==> config.mk <==
export PLATFORM = sky130hd
export DESIGN_NAME = dps_master_flat
export DESIGN_NICKNAME = d
export VERILOG_FILES = /design/src/dps_pkg.sv /design/src/dps_link_if.sv /design/src/dps_master.sv /design/src/flat_wrapper.sv
export VERILOG_INCLUDE_DIRS = /design/src
export SDC_FILE = /design/constraint.sdc
export NUM_CORES = 1
export LEC_CHECK = 0
export ABC_AREA = 1
export BUFFER_PORTS_ARGS = -buffer_cell sky130_fd_sc_hd__buf_2
export CAP_MARGIN = 5
export CELL_PAD_IN_SITES_DETAIL_PLACEMENT = 0
export CELL_PAD_IN_SITES_GLOBAL_PLACEMENT = 1
export CORE_MARGIN = 1
export CORE_UTILIZATION = 39
export CTS_BUF_LIST = sky130_fd_sc_hd__clkbuf_4 sky130_fd_sc_hd__clkbuf_8
export CTS_CLUSTER_DIAMETER = 100
export DETAILED_ROUTE_END_ITERATION = 8
export PLACE_DENSITY = 0.84
export SYNTH_ARGS = -nofsm -noshare
export SYNTH_HDL_FRONTEND = slang
export SYNTH_SLANG_ARGS = --single-unit
==> constraint.sdc <==
create_clock -name clock -period 1.7 [get_ports clock]
set_input_delay 0.085 -clock clock [delete_from_list [all_inputs] [get_ports clock]]
set_output_delay 0.085 -clock clock [all_outputs]
set_load 0.03 [all_outputs]
==> src/dps_cfg.svh <==
// Constants of the dual-channel switch command layer
// Function
// - Broadcast address byte selects sole device first
// - Byte F5h after addressing starts pin reads
// - Each read byte returns a fresh pin sample
// - Byte 5Ah after addressing starts pin writes
// - Byte plus complement match: update latches, send AAh
// - Status byte after confirmation shows new state
// - Further byte pairs accepted without new command
// - Master sets latch to 1 before sensing input
// - Pin level reported separately from latch value
// - Read sampling continues until a bus reset
// - Complement mismatch: no update, FF bytes until reset
`ifndef DPS_CFG_SVH
`define DPS_CFG_SVH

// ----------------------------------------------------------------
// Command and answer bytes
// ----------------------------------------------------------------
`define DPS_SKIP_ROM    8'hcc
`define DPS_READ_CMD    8'hf5
`define DPS_WRITE_CMD   8'h5a
`define DPS_CONFIRM     8'haa
`define DPS_FILL        8'hff

// ----------------------------------------------------------------
// Status byte fields (upper nibble is the complement of the lower)
// ----------------------------------------------------------------
`define DPS_ST_PIN_A    0
`define DPS_ST_LATCH_A  1
`define DPS_ST_PIN_B    2
`define DPS_ST_LATCH_B  3

// ----------------------------------------------------------------
// Reset values and timing
// ----------------------------------------------------------------
`define DPS_LATCH_RST   2'h3
`define DPS_CHANNELS    2
`define DPS_PRES_WAIT   16

`endif

==> src/dps_pkg.sv <==
// Types shared by both ends of the switch command layer
package dps_pkg;

	// ----------------------------------------------------------------
	// Device sequencer states
	// ----------------------------------------------------------------
	typedef enum logic [3:0] {
		DPS_D_IDLE  = 4'h0,
		DPS_D_ROM   = 4'h1,
		DPS_D_FUNC  = 4'h2,
		DPS_D_READ  = 4'h3,
		DPS_D_WDATA = 4'h4,
		DPS_D_WINV  = 4'h5,
		DPS_D_WCONF = 4'h6,
		DPS_D_WSTAT = 4'h7,
		DPS_D_FILL  = 4'h8
	} dps_dev_state_t;

	// ----------------------------------------------------------------
	// Master sequencer states, steps and user operations
	// ----------------------------------------------------------------
	typedef enum logic [2:0] {
		DPS_M_IDLE  = 3'h0,
		DPS_M_PWAIT = 3'h1,
		DPS_M_FETCH = 3'h2,
		DPS_M_TX    = 3'h3,
		DPS_M_RX    = 3'h4,
		DPS_M_RWAIT = 3'h5
	} dps_mst_state_t;

	typedef enum logic [1:0] {
		DPS_K_RST = 2'h0,
		DPS_K_TX  = 2'h1,
		DPS_K_RX  = 2'h2,
		DPS_K_END = 2'h3
	} dps_step_t;

	typedef enum logic [2:0] {
		DPS_OP_RESET      = 3'h0,
		DPS_OP_READ_START = 3'h1,
		DPS_OP_READ_NEXT  = 3'h2,
		DPS_OP_WRITE_START = 3'h3,
		DPS_OP_WRITE_NEXT = 3'h4
	} dps_op_t;

endpackage : dps_pkg

==> src/dps_link_if.sv <==
// Slot-level link between the bus master and the switch device
`timescale 1ns/1ps
`default_nettype none

interface dps_link_if;
	logic bus_reset;
	logic presence;
	logic slot;
	logic slot_write;
	logic wbit;
	logic rbit;
	logic rbit_valid;

	modport master (
		output bus_reset,
		output slot,
		output slot_write,
		output wbit,
		input  presence,
		input  rbit,
		input  rbit_valid
	);

	modport device (
		input  bus_reset,
		input  slot,
		input  slot_write,
		input  wbit,
		output presence,
		output rbit,
		output rbit_valid
	);
endinterface : dps_link_if

`default_nettype wire

==> src/dps_master.sv <==
// Bus master end: runs reset, addressing, read and write sequences
`timescale 1ns/1ps
`default_nettype none
`include "dps_cfg.svh"

module dps_master #(
	parameter int PRES_WAIT = `DPS_PRES_WAIT
) (
	// Clock and reset
	input  wire logic             clock,
	input  wire logic             rst_n,
	// Link to the device
	dps_link_if.master            link,
	// User request
	input  wire logic             req_valid,
	input  wire dps_pkg::dps_op_t req_op,
	input  wire logic [7:0]       req_data,
	output logic                  req_ready,
	// User answer
	output logic                  done,
	output logic [7:0]            rsp_byte,
	output logic                  rsp_ok
);

	// ----------------------------------------------------------------
	// Parameter check
	// ----------------------------------------------------------------
	generate
		if (PRES_WAIT < 1 || PRES_WAIT > 255) begin : g_bad_wait
			$error("dps_master PRES_WAIT must be 1 to 255");
		end
	endgenerate

	localparam logic [7:0] WAIT_MAX = 8'(PRES_WAIT);

	// ----------------------------------------------------------------
	// State
	// ----------------------------------------------------------------
	dps_pkg::dps_mst_state_t state, next_state;
	dps_pkg::dps_op_t        op, next_op;
	logic [2:0]              idx, next_idx;
	logic [7:0]              data, next_data;
	logic [7:0]              sh, next_sh;
	logic [2:0]              cnt, next_cnt;
	logic [7:0]              wcnt, next_wcnt;
	logic                    ok, next_ok;
	logic [7:0]              rsp, next_rsp;
	logic                    dn, next_dn;
	logic                    rst_o, next_rst_o;
	logic                    slot_o, next_slot_o;
	logic                    sw_o, next_sw_o;
	logic                    wb_o, next_wb_o;
	logic [9:0]              step;

	// Step list per operation: kind and byte
	function automatic logic [9:0] step_of(input dps_pkg::dps_op_t o, input logic [2:0] i,
		input logic [7:0] d);
		logic wr;
		wr = (o == dps_pkg::DPS_OP_WRITE_START) || (o == dps_pkg::DPS_OP_WRITE_NEXT);
		step_of = {dps_pkg::DPS_K_END, 8'h00};
		unique case (i)
			3'h0: step_of = (o == dps_pkg::DPS_OP_RESET || o == dps_pkg::DPS_OP_READ_START ||
				o == dps_pkg::DPS_OP_WRITE_START) ? {dps_pkg::DPS_K_RST, 8'h00} : step_of;
			3'h1: step_of = (o == dps_pkg::DPS_OP_RESET) ? step_of :
				{dps_pkg::DPS_K_TX, `DPS_SKIP_ROM};
			3'h2: step_of = {dps_pkg::DPS_K_TX, wr ? `DPS_WRITE_CMD : `DPS_READ_CMD};
			// Input channels need their latch bit at 1 in d
			3'h3: step_of = wr ? {dps_pkg::DPS_K_TX, d} : {dps_pkg::DPS_K_RX, 8'h00};
			3'h4: step_of = wr ? {dps_pkg::DPS_K_TX, ~d} : step_of;
			3'h5: step_of = {dps_pkg::DPS_K_RX, 8'h00};
			3'h6: step_of = {dps_pkg::DPS_K_RX, 8'h00};
			3'h7: step_of = {dps_pkg::DPS_K_END, 8'h00};
		endcase
	endfunction : step_of

	assign step = step_of(op, idx, data);

	// ----------------------------------------------------------------
	// Sequencer next values
	// ----------------------------------------------------------------
	always_comb begin
		next_state  = state;
		next_op     = op;
		next_idx    = idx;
		next_data   = data;
		next_sh     = sh;
		next_cnt    = cnt;
		next_wcnt   = wcnt;
		next_ok     = ok;
		next_rsp    = rsp;
		next_dn     = 1'b0;
		next_rst_o  = 1'b0;
		next_slot_o = 1'b0;
		next_sw_o   = sw_o;
		next_wb_o   = wb_o;
		unique case (state)
			dps_pkg::DPS_M_IDLE: begin
				if (req_valid) begin
					next_op    = req_op;
					next_data  = req_data;
					next_ok    = 1'b1;
					// Continued reads and writes skip reset and command
					next_idx   = (req_op == dps_pkg::DPS_OP_READ_NEXT ||
						req_op == dps_pkg::DPS_OP_WRITE_NEXT) ? 3'h3 : 3'h0;
					next_state = dps_pkg::DPS_M_FETCH;
				end
			end
			dps_pkg::DPS_M_FETCH: begin
				next_idx = idx + 3'h1;
				next_cnt = 3'h0;
				next_sh  = step[7:0];
				unique case (dps_pkg::dps_step_t'(step[9:8]))
					dps_pkg::DPS_K_RST: begin
						next_rst_o = 1'b1;
						next_wcnt  = 8'h00;
						next_state = dps_pkg::DPS_M_PWAIT;
					end
					dps_pkg::DPS_K_TX:  next_state = dps_pkg::DPS_M_TX;
					dps_pkg::DPS_K_RX:  next_state = dps_pkg::DPS_M_RX;
					dps_pkg::DPS_K_END: begin
						next_dn    = 1'b1;
						next_state = dps_pkg::DPS_M_IDLE;
					end
				endcase
			end
			dps_pkg::DPS_M_PWAIT: begin
				next_wcnt = wcnt + 8'h01;
				if (link.presence) begin
					next_state = dps_pkg::DPS_M_FETCH;
				end else if (wcnt == WAIT_MAX) begin
					next_ok    = 1'b0;
					next_dn    = 1'b1;
					next_state = dps_pkg::DPS_M_IDLE;
				end
			end
			dps_pkg::DPS_M_TX: begin
				// One write slot per cycle, least significant bit first
				next_slot_o = 1'b1;
				next_sw_o   = 1'b1;
				next_wb_o   = sh[0];
				next_sh     = {1'b0, sh[7:1]};
				next_cnt    = cnt + 3'h1;
				if (cnt == 3'h7) begin
					next_state = dps_pkg::DPS_M_FETCH;
				end
			end
			dps_pkg::DPS_M_RX: begin
				next_slot_o = 1'b1;
				next_sw_o   = 1'b0;
				next_state  = dps_pkg::DPS_M_RWAIT;
			end
			dps_pkg::DPS_M_RWAIT: begin
				if (link.rbit_valid) begin
					next_sh  = {link.rbit, sh[7:1]};
					next_cnt = cnt + 3'h1;
					if (cnt == 3'h7) begin
						next_rsp = {link.rbit, sh[7:1]};
						if (idx == 3'h6 && {link.rbit, sh[7:1]} != `DPS_CONFIRM) begin
							next_ok = 1'b0;
						end
						next_state = dps_pkg::DPS_M_FETCH;
					end else begin
						next_state = dps_pkg::DPS_M_RX;
					end
				end
			end
			default: next_state = dps_pkg::DPS_M_IDLE;
		endcase
	end

	// ----------------------------------------------------------------
	// Sequencer registers
	// ----------------------------------------------------------------
	always_ff @(posedge clock) begin
		if (!rst_n) begin
			state  <= dps_pkg::DPS_M_IDLE;
			op     <= dps_pkg::DPS_OP_RESET;
			idx    <= 3'h0;
			data   <= 8'h00;
			sh     <= 8'h00;
			cnt    <= 3'h0;
			wcnt   <= 8'h00;
			ok     <= 1'b0;
			rsp    <= 8'h00;
			dn     <= 1'b0;
			rst_o  <= 1'b0;
			slot_o <= 1'b0;
			sw_o   <= 1'b0;
			wb_o   <= 1'b1;
			req_ready <= 1'b0;
		end else begin
			state  <= next_state;
			op     <= next_op;
			idx    <= next_idx;
			data   <= next_data;
			sh     <= next_sh;
			cnt    <= next_cnt;
			wcnt   <= next_wcnt;
			ok     <= next_ok;
			rsp    <= next_rsp;
			dn     <= next_dn;
			rst_o  <= next_rst_o;
			slot_o <= next_slot_o;
			sw_o   <= next_sw_o;
			wb_o   <= next_wb_o;
			req_ready <= (next_state == dps_pkg::DPS_M_IDLE);
		end
	end

	assign done            = dn;
	assign rsp_byte        = rsp;
	assign rsp_ok          = ok;
	assign link.bus_reset  = rst_o;
	assign link.slot       = slot_o;
	assign link.slot_write = sw_o;
	assign link.wbit       = wb_o;

endmodule : dps_master

`default_nettype wire

==> src/flat_wrapper.sv <==
// flat-port wrapper written by rule: the top's interface ports become plain ports
module dps_master_flat 
#(
	parameter int PRES_WAIT = `DPS_PRES_WAIT
)
  (clock, rst_n, req_valid, req_op, req_data, req_ready, done, rsp_byte, rsp_ok, link_bus_reset, link_slot, link_slot_write, link_wbit, link_presence, link_rbit, link_rbit_valid);
  dps_link_if link_i ();
  input  wire logic clock;
  input  wire logic rst_n;
  input  wire logic req_valid;
  input  wire dps_pkg::dps_op_t req_op;
  input  wire logic [7:0] req_data;
  output logic req_ready;
  output logic done;
  output logic [7:0] rsp_byte;
  output logic rsp_ok;
  output wire logic [$bits(link_i.bus_reset)-1:0] link_bus_reset;
  output wire logic [$bits(link_i.slot)-1:0] link_slot;
  output wire logic [$bits(link_i.slot_write)-1:0] link_slot_write;
  output wire logic [$bits(link_i.wbit)-1:0] link_wbit;
  input wire logic [$bits(link_i.presence)-1:0] link_presence;
  input wire logic [$bits(link_i.rbit)-1:0] link_rbit;
  input wire logic [$bits(link_i.rbit_valid)-1:0] link_rbit_valid;
  assign link_bus_reset = link_i.bus_reset;
  assign link_slot = link_i.slot;
  assign link_slot_write = link_i.slot_write;
  assign link_wbit = link_i.wbit;
  assign link_i.presence = link_presence;
  assign link_i.rbit = link_rbit;
  assign link_i.rbit_valid = link_rbit_valid;
  dps_master #(.PRES_WAIT(PRES_WAIT)) u_core (.clock(clock), .rst_n(rst_n), .link(link_i), .req_valid(req_valid), .req_op(req_op), .req_data(req_data), .req_ready(req_ready), .done(done), .rsp_byte(rsp_byte), .rsp_ok(rsp_ok));
endmodule
==> results of run 1 <==
-- logic make-up after synthesis --
kind of cell    after synthesis  synth area share, %
compound gates               92                 18.3
fa+ha+maj                    10                 4.77
simple gates                167                 28.3
buf+inv                      61                 9.77
flops                        51                 38.9
-- power by group --
group	total, uW	internal (uW)	leakage (uW)	switching [uW]
logic	1230	436	0.000918	797
clock network	884	477	0.0000612	407
registers	1500	1370	0.000418	126
total	3610	2280	0.00140	1330
-- cell type report --
| class | instances | area (um2) | share of cell area, % |
|---|---|---|---|
| clock buffers | 6 | 82.6 | 2.66 |
| clock inverters | 2 | 35.0 | 1.13 |
| inverters | 49 | 184 | 5.92 |
| multi-input cells | 270 | 1410 | 45.3 |
| flip-flops and latches | 51 | 1030 | 33.0 |
| well taps | 77 | 96.3 | 3.10 |
| repair buffers | 47 | 275 | 8.86 |
-- per-layer routing --
layer  vias to the layer above  GRT usage, %
met2                        50          32.7
met4                         0          4.70
met1                      1190          22.4
met3                         8          3.56
li1                       1342             -
met5                         -             0
-- sequential cells by signal, summed over array words and instances (netlist names) --
| register | flops |
|---|---|
| u_core.rsp_byte | 8 |
| u_core.sh | 8 |
| u_core.link.slot_write | 1 |
| u_core.wcnt | 8 |
| u_core.rsp_ok | 1 |
| u_core.req_ready | 1 |
| u_core.op | 3 |
| u_core.state | 3 |
| u_core.idx | 3 |
| u_core.cnt | 3 |
| u_core.data | 8 |
| u_core.link.slot | 1 |
| u_core.link.bus_reset | 1 |
| u_core.done | 1 |
| u_core.link.wbit | 1 |
-- final timing paths --
kind / slack (ns) / cells after the start / endpoint
max: 0.10 / 10 / u_core.req_ready
min: 0.02 / 3 / u_core.data[1]
max reg2reg: 0.10 / 10 / u_core.req_ready
min reg2reg: 0.47 / 2 / u_core.cnt[1]
-- cell usage in the layout (no fill, tap or decap), drive strengths merged, types with 4 or more instances in the layout --
cell type and instances:
nand4 6, nand2 72, dfxtp 51, o21ai 39, clkbuf 6, a21oi 45
o211ai 4, inv 49, nor2 44, buf 47, ha 10, nand3 41
-- tightest hold or removal path, stage by stage --
cell     delay, ns
buf_2         0.10
nand2_1       0.05
a21oi_1       0.05
-- what timing repair did --
action                     CTS  global route
cloned                       1             0
pin swaps                    2             8
gates resized for setup      5            15
setup endpoints to repair    5            13
buffers inserted             1             2
-- through the flow --
step	total power (uW)	TNS, ns
finish	3610	0
global route	3860	-0.0178
CTS	3560	0
detailed placement	2630	-0.00229
global placement	2620	0
floorplan	2310	0
==> metrics, run 1 <==
result of the run complete, but fails checks; violations in the final reports DRC; overflow left after global routing 0; clock tree from TritonCTS done; dpl ws -0.00229 ns; post-synthesis instance total roughly 380; maximum number of pins on one net before global-route repair 22; detailed-router iteration count before antenna repair 8; routed wl met3 about 220 um; worst path buffer plus inverter count 2; via count of the first global-routing pass 2,311; clock sink total 51; Highest Signal Layer met4; top fanout value on the critical path 4; fraction of final layout cells sized beyond drive strength 1 slightly above 20%; static leakage power 0.00140 uW; Mapped Nets 408; cell with the most instances on the worst path ha_2; y dimension of the die 84.0 um; layout overhead on the synthesized area 18.3%; number of setup violations in the final report 0; Global Route Usage Sum 18.3%; share of Yosys cell area claimed by the top area cell type 38.9%; count of unresolved DRC violations after routing 1; launch point of the worst hold path req_data[1]; area of all placed cells without fillers a little over 3000 um2; leading area contributor after synthesis dfxtp_1; width of the die around 84 um; Routed WL 6320 um; reg-to-reg critical path startpoint u_core.idx[0]; data required time of the critical path 1.94 ns; Hold Violations, Final 0; met2 WL post-DR approximately 3200 um; via/cell ratio just over 5; category of cells accounting for the largest share of critical-path delay simple AND/OR/NAND/NOR gates; Power Dens Cells about 1200 nW/um2; final core utilization between 40% and 50%; post-synth design cell area approximately 2600 um2; average instance area after synthesis approximately 7 um2; CP peak stage delay between 0.3 and 0.4 ns; drt initial violations 80; worst clock skew around 0.0040 ns; die area roughly 7000 um2; Max Cap Violations 0; slew at the pin with the worst max-slew slack between 0.5 and 0.6 ns; Diodes inserted 0; global-route wire length before repair approximately 10,000 um; instance area after placement roughly 2900 um2; latest clock arrival within the worst-skew pair 0.31 ns; final worst setup slack between 0.1 and 0.15 ns; class of the most critical setup path register to register; overall via count from detail_route about 2,600; boundary pin count 32; Crit path arrival time ~1.8 ns; relative slew slack between 60% and 70%; Initial Util 40.9%; number of antenna violations at the first check in global routing 0; final antenna-violating net count 0; placed insts a little under 500; register area share after synthesis a little under 40%; clock-pin slew on the worst setup and hold paths approximately 0.09 ns; type of element capturing the critical path register; CP cell instances ha_2 > ha_2 > inv_1 > nand2_2 > nor2_4 > buf_4 > nor2_1 > nand4_1 > nand2_1 > nor3_2; routed metal-1 wirelength ~2800 um; beginning of the critical path u_core.idx[0]; f_max roughly 630 MHz; Root Buffer Master clkbuf_8; Worst Setup Start Kind register; Final Instance Count excl. Fillers 502; number of nets in the layout 451; path class of the lowest-slack min-delay path input port to register; DPL Wire Length between 4000 and 5000 um; most instantiated cells after synthesis 68 x nand2_1, 51 x dfxtp_1, 45 x a21oi_1; Distinct cells, synth 26; Main synth FF type dfxtp_1; CTS max path bufs 2; number of H-tree levels 2; number of max-slew violations in the final report 0; EDFF count, synth 0; number of flip-flops and latches in the synthesized netlist 51; clock buffer count from CTS 5; core area about 6400 um2; Synth async-reset ratio 0%; Ys Warns 0; final critical path time including I/O delays and setup about 1.6 ns; number of buffers added on ports 31; Worst Hold Margin 0.0206 ns; Worst VDD drop around 530 uV; standard-cell row count 29; average detailed-routed wire length per instance between 10 and 15 um; largest cells by area after synthesis dfxtp_1 39%, nand2_1 9.7%, a21oi_1 8.6%, nand3_1 7.6%, o21ai_0 6.7%; Final Cycle Share a little over nine tenths; Routability Congestion 0.826; count leader, synth nand2_1; cell with the biggest individual delay on the critical path dfxtp_2; number of buffers added to fix hold violations after cts 0; fill cell count 664
(Power assumes the default switching activity.)
==> run 2, diff against run 1 <==
--- a/config.mk
+++ b/config.mk
@@ -9,10 +9,8 @@
 export ABC_AREA = 1
 export BUFFER_PORTS_ARGS = -buffer_cell sky130_fd_sc_hd__buf_2
 export CAP_MARGIN = 5
-export CELL_PAD_IN_SITES_DETAIL_PLACEMENT = 0
-export CELL_PAD_IN_SITES_GLOBAL_PLACEMENT = 1
 export CORE_MARGIN = 1
-export CORE_UTILIZATION = 39
+export CORE_UTILIZATION = 54
 export CTS_BUF_LIST = sky130_fd_sc_hd__clkbuf_4 sky130_fd_sc_hd__clkbuf_8
 export CTS_CLUSTER_DIAMETER = 100
 export DETAILED_ROUTE_END_ITERATION = 8
==> run 2 against run 1 <==
  * The run now ends clean
  * Power shrank 5.5%
  * Utilization grew 16 points
  * Largest power group unchanged
  * Hold slack gained 0.0039 ns
  * Cell count shrank 5.6%
  * Critical endpoint is now u_core.done
  * Register-to-register slack lost 0.06 ns
  * Worst setup slack lost 0.063 ns
  * Global-route usage grew 5.6 points
  * Critical path depth grew 1
  * Sequential power is essentially flat
==> metrics, run 2 (synthesis results as in run 1) <==
clock buffer count from CTS 5 (unchanged); data required time of the critical path 1.87 ns (-0.07 ns); power consumption 3420 uW (-5.5%); maximum number of pins on one net before global-route repair 30 (+36%); core area 4690 um2 (-27%); Crit path arrival time 1.83 ns (about the same); latest clock arrival within the worst-skew pair 0.32 ns (about the same); Worst Setup Start Kind register; reg-to-reg critical path startpoint u_core.idx[0]; Power Dens Cells 1120 nW/um2 (-3.5%); number of buffers added on ports 31 (unchanged); layout overhead on the synthesized area 15.9%; average detailed-routed wire length per instance 12.4 um (-1.5%); final worst setup slack 0.0401 ns (-0.0626 ns); worst clock skew 0.0103 ns (+0.00635 ns); CP cell instances inv_1 > ha_2 > nand2_1 > nand2_1 > nor2_4 > buf_4 > nand2_1 > nor2_2 > nand2_1 > nand3_1 > a21oi_1; slew at the pin with the worst max-slew slack 0.750 ns (+0.216 ns); leading cell types in the layout, fill and taps excluded 64 x nand2_1, 49 x dfxtp_1, 44 x a21oi_1; width of the die 71.7 um (-15%); global-route wire length before repair 9790 um (-6.1%); Worst Hold Margin 0.0245 ns (+0.00386 ns); CTS max path bufs 2 (unchanged); clock tree from TritonCTS done; Initial Util 55.9% (+15 points); top fanout value on the critical path 4 (unchanged); cell with the biggest individual delay on the critical path dfxtp_2; number of buffers added to fix hold violations after cts 0 (unchanged); Worst VDD drop 645 uV (+22%); instance area after placement 2860 um2 (-1.6%); Max Cap Violations 0 (unchanged); final antenna-violating net count 0 (unchanged); fraction of final layout cells sized beyond drive strength 1 20.0% (-0.71 points); final critical path time including I/O delays and setup 1.66 ns (+0.0626 ns); clock sink total 51 (unchanged); CP peak stage delay 0.37 ns (+0.02 ns); number of H-tree levels 2 (unchanged); drt initial violations 178 (+120%); number of nets in the layout 446 (-1.1%); count of unresolved DRC violations after routing 0 (-1); overflow left after global routing 0 (unchanged); path class of the lowest-slack min-delay path input port to register; Levels on crit path 11 (+1); y dimension of the die 71.7 um (-15%); dpl ws -0.0266 ns (-0.0243 ns); Global Route Usage Sum 23.9% (+5.6 points); static leakage power 0.00137 uW (-2.2%); via/cell ratio 5.46 (+5.9%); result of the run finished clean; Diodes inserted 0 (unchanged); Hold Violations, Final 0 (unchanged); Root Buffer Master clkbuf_8; launch point of the worst hold path req_data[1]; number of antenna violations at the first check in global routing 0 (unchanged); boundary pin count 32 (unchanged); die area 5140 um2 (-27%); clock-pin slew on the worst setup and hold paths 0.09 ns (about the same); beginning of the critical path u_core.idx[0]; Final Cycle Share 97.6% (+3.7 points); class of the most critical setup path register to register; via count of the first global-routing pass 2,347 (+1.6%); overall via count from detail_route 2,589 (-0.039%); summed negative setup slack over all endpoints 0 ns (unchanged); Routed WL 5880 um (-7.0%); type of element capturing the critical path register; category of cells accounting for the largest share of critical-path delay simple AND/OR/NAND/NOR gates; depth of the worst register-to-register path 11 (+1); relative slew slack 50.0% (-14 points); area of all placed cells without fillers 3040 um2 (-2.0%); DPL Wire Length 4060 um (-12%); detailed-router iteration count before antenna repair 4 (-4); standard-cell row count 25 (-14%); Cells on Worst Hold Path 3 (unchanged); worst path buffer plus inverter count 2 (unchanged); cell with the most instances on the worst path nand2_1; number of max-slew violations in the final report 0 (unchanged); number of setup violations in the final report 0 (unchanged); f_max 602 MHz (-3.8%); Routability Congestion 0.879 (+6.4%); most common library cell in the layout ignoring fill and taps nand2_1
-- run 2: changes by cell type in the layout (fill, tap and decap cells not counted), moves of 2 or more --
| cell | delta |
|---|---|
| buf_4 | -6 |
| clkinvlp_4 | +2 |
| dfxtp_1 | +2 |
| dfxtp_2 | -2 |
| nand2_2 | -2 |
| nand2_4 | +3 |
-- run 2: worst paths after layout --
| kind | to | slack (ns) |
|---|---|---|
| worst max-delay path | u_core.done | 0.04 |
| worst min-delay path | u_core.data[1] | 0.02 |
| worst max register to register | u_core.done | 0.04 |
| worst min register to register | u_core.link.slot_write | 0.47 |
-- run 2: layout make-up --
class,count,area [um2]
flip-flops and latches,51,1020
clock buffers,5,68.8
multi-input cells,270,1430
well taps,54,67.6
fillers,414,1650
inverters,49,184
repair buffers,42,250
clock inverters,3,23.8
-- run 2: repair_timing --
item / in CTS / in global routing
pin swaps: 3 / 5
gates resized for setup: 5 / 19
endpoints found under the setup margin: 7 / 16
cloned: 1 / 0
setup buffers: 0 / 2
-- run 2: routing by layer --
metal	up-vias	GRT usage, %	routed length, um
met1	1193	28.1	2520
met4	0	7.84	108
met3	12	4.92	245
li1	1327	-	-
met5	-	0	0
met2	57	43.2	3000
-- run 2: worst reg2reg max path: stages (launching register included) --
cell and delay (ns):
dfxtp_2 0.37, inv_1 0.08, ha_2 0.20, nand2_1 0.10, nand2_1 0.09, nor2_4 0.16, buf_4 0.13, nand2_1 0.06
nor2_2 0.13, nand2_1 0.07, nand3_1 0.07, a21oi_1 0.06
-- run 2: stage by stage --
step	cells	util (%)
6_report	474	64.9
5_1_grt	474	64.9
4_1_cts	472	63.2
3_5_place_dp	463	60.9
3_3_place_gp	463	60.9
2_1_floorplan	381	-
-- run 2: power breakdown --
group / total (uW) / switching [uW] / internal [uW]
Clock: 728 / 433 / 295
Sequential: 1490 / 120 / 1370
Combinational: 1200 / 794 / 405
==> run 3, diff against run 2 <==
--- a/config.mk
+++ b/config.mk
@@ -6,7 +6,7 @@
 export SDC_FILE = /design/constraint.sdc
 export NUM_CORES = 1
 export LEC_CHECK = 0
-export ABC_AREA = 1
+export ABC_AREA = 0
 export BUFFER_PORTS_ARGS = -buffer_cell sky130_fd_sc_hd__buf_2
 export CAP_MARGIN = 5
 export CORE_MARGIN = 1
==> run 3 against run 2 <==
  * The run now ends with setup timing left
  * Register-to-register slack got worse by 0.36 ns
  * Clock skew fell by 0.0011 ns
  * Utilization increased by 13 points
  * Routed wire length grew 47%
  * Fmax down 18%
  * First-iteration DRC count rose by 49%
  * Critical path type unchanged
  * Critical endpoint is now u_core.wcnt[7]
  * Largest cell class unchanged
==> metrics, run 3 <==
Hold Violations, Final 0 (unchanged); Main synth FF type dfxtp_1; worst clock skew 0.00923 ns (-0.00109 ns); path class of the lowest-slack min-delay path input port to register; type of element capturing the critical path register; Initial Util 57.0% (+1.1 points); clock sink total 51 (unchanged); clock-pin slew on the worst setup and hold paths 0.09 ns (about the same); switching power 2350 uW (+75%); top fanout value on the critical path 5 (+1); global-route wire length before repair 12,700 um (+30%); final worst setup slack -0.316 ns (-0.356 ns); summed negative setup slack over all endpoints -3.41 ns (-3.41 ns); number of buffers added to fix hold violations after cts 0 (unchanged); CP peak stage delay 0.41 ns (+0.04 ns); drt initial violations 266 (+49%); Final Cycle Share 119% (+21 points); Max Cap Violations 0 (unchanged); post-synthesis instance total 326 (-14%); number of flip-flops and latches in the synthesized netlist 51 (unchanged); post-synth design cell area 2730 um2 (+4.0%); slew at the pin with the worst max-slew slack 0.478 ns (-0.272 ns); overflow left after global routing 0 (unchanged); Ys Warns 0 (unchanged); fraction of final layout cells sized beyond drive strength 1 37.1% (+17 points); depth of the worst register-to-register path 8 (-3); Mapped Nets 353 (-13%); Crit path arrival time 2.20 ns (+0.37 ns); final critical path time including I/O delays and setup 2.02 ns (+0.356 ns); Power Dens Cells 1510 nW/um2 (+35%); Clock Power Share 15.4% (-5.9 points); via/cell ratio 6.18 (+13%); width of the die 73.1 um (+1.9%); DPL Wire Length 5130 um (+26%); static leakage power 0.00152 uW (+11%); setup repair after global routing missed its margin yes; most common library cell in the layout ignoring fill and taps buf_4; sequential share of power 29.5% (-14 points); number of setup violations in the final report 19 (+19); Routed WL 8670 um (+47%); count of unresolved DRC violations after routing 0 (unchanged); f_max 496 MHz (-18%); layout overhead on the synthesized area 36.7%; worst path buffer plus inverter count 2 (unchanged); data required time of the critical path 1.89 ns (+0.02 ns); leading cell types in the layout, fill and taps excluded 47 x buf_4, 44 x dfxtp_1, 39 x nand2_1; violations in the final reports setup timing; cell with the biggest individual delay on the critical path dfxtp_4; relative slew slack 68.0% (+18 points); largest cells by area after synthesis dfxtp_1 37%, nand2_1 5.6%, mux2i_1 5.5%, ha_1 4.6%, o21ai_0 4.4%; number of max-slew violations in the final report 0 (unchanged); result of the run complete, but fails checks; most instantiated cells after synthesis 51 x dfxtp_1, 41 x nand2_1, 24 x o21ai_0; overall via count from detail_route 2,882 (+11%); die area 5340 um2 (+3.9%); category of cells accounting for the largest share of critical-path delay simple AND/OR/NAND/NOR gates; detailed-router iteration count before antenna repair 5 (+1); CP cell instances inv_4 > ha_4 > nor3_4 > o21ba_4 > o211ai_1 > buf_4 > nor4_4 > o22ai_1; dpl ws -0.342 ns (-0.316 ns); share of Yosys cell area claimed by the top area cell type 37.4% (-1.5 points); Worst VDD drop 958 uV (+49%); boundary pin count 32 (unchanged); EDFF count, synth 0 (unchanged); Root Buffer Master clkbuf_8; Net Sw Frac 41.7% (+2.2 points); average instance area after synthesis 8.37 um2 (+22%); Cells on Worst Hold Path 3 (unchanged); CTS max path bufs 2 (unchanged); count leader, synth dfxtp_1; final antenna-violating net count 0 (unchanged); core area 4790 um2 (+2.0%); leading area contributor after synthesis dfxtp_1; register area share after synthesis 37.4% (-1.5 points); Diodes inserted 0 (unchanged); maximum number of pins on one net before global-route repair 29 (-3.3%); Synth async-reset ratio 0% (unchanged); portion of total power attributed to combinational logic 55.1% (+20 points); average detailed-routed wire length per instance 18.6 um (+50%); standard-cell row count 25 (unchanged); Cell Int Power 3290 uW (+59%); Distinct cells, synth 54 (+110%); latest clock arrival within the worst-skew pair 0.33 ns (about the same); Levels on crit path 8 (-3); class of the most critical setup path register to register; clock buffer count from CTS 5 (unchanged); y dimension of the die 73.1 um (+1.9%); Routability Congestion 0.928 (+5.7%); number of H-tree levels 2 (unchanged); number of buffers added on ports 31 (unchanged); clock tree from TritonCTS done; Worst Setup Start Kind register; number of nets in the layout 425 (-4.7%); number of antenna violations at the first check in global routing 0 (unchanged); via count of the first global-routing pass 2,790 (+19%); Global Route Usage Sum 31.5% (+7.6 points)
-- run 3: path summary, 6_finish.rpt --
path | from | to | slack, ns
setup / recovery | u_core.idx[0] | u_core.wcnt[7] | -0.32
setup reg to reg | u_core.idx[0] | u_core.wcnt[7] | -0.32
hold reg to reg | u_core.link.wbit | u_core.link.wbit | 0.49
hold / removal | req_data[0] | u_core.data[0] | 0.0009
-- run 3: worst min-delay path: cells and delay by family --
family / cells / cell delay, ns
buffers and inverters: 1 / 0.09
and+or+nand+nor: 1 / 0.04
AOI/OAI and AO/OA: 1 / 0.06
-- run 3: final cells by class --
type                    instances  area, um2
clock buffers                   5       68.8
clock inverters                 3       43.8
fillers                       295       1050
inverters                       7       28.8
multi-input cells             249       1900
flip-flops and latches         51       1030
well taps                      67       83.8
repair buffers                 84        576
-- run 3: per-stage QoR --
step           total power, uW  instance area, um2  instances  hold WS [ns]  utilization, %
6_report                  5650                3730        466      0.000930            78.0
5_1_grt                   5900                3730        466       0.00826            78.0
4_1_cts                   5190                3590        465       0.00568            75.0
3_5_place_dp              3890                3270        451         0.343            68.4
3_3_place_gp              3800                3270        451         0.336            68.4
2_1_floorplan             2990                2770        326         0.230               -
-- run 3: kinds of logic (layout without fill, tap and decap cells) --
kind of cell	count (synthesis)	after routing	share of synthesized area, %
simple gates	134	135	26.8
compound gates	84	84	20.0
flops	51	51	37.4
buf+inv	27	99	3.90
mux	17	17	6.42
fa+ha+maj	10	10	4.58
xor+xnor	3	3	0.963
-- run 3: per-layer routing --
layer,GRT usage [%],share of wire (%),vias up
met5,0,0,-
met4,21.4,7.1,0
met3,6.63,6.2,72
met2,55.6,49,152
met1,33.6,37,1343
li1,-,-,1315
-- run 3: timing repair --
item / CTS / global route
gates resized for setup: 36 / 32
endpoints found under the setup margin: 20 / 28
endpoints found under the hold margin: 0 / 0
gates cloned: 1 / 0
buffers inserted: 9 / 1
pin swaps: 13 / 9
-- run 3: power groups by stage --
| stage | clock network (uW) | logic (uW) | registers [uW] |
|---|---|---|---|
| floorplan | 0 | 1350 | 1650 |
| global placement | 0 | 2180 | 1620 |
| detailed placement | 0 | 2260 | 1630 |
| CTS | 875 | 2680 | 1640 |
| global route | 926 | 3290 | 1680 |
| finish | 872 | 3110 | 1660 |
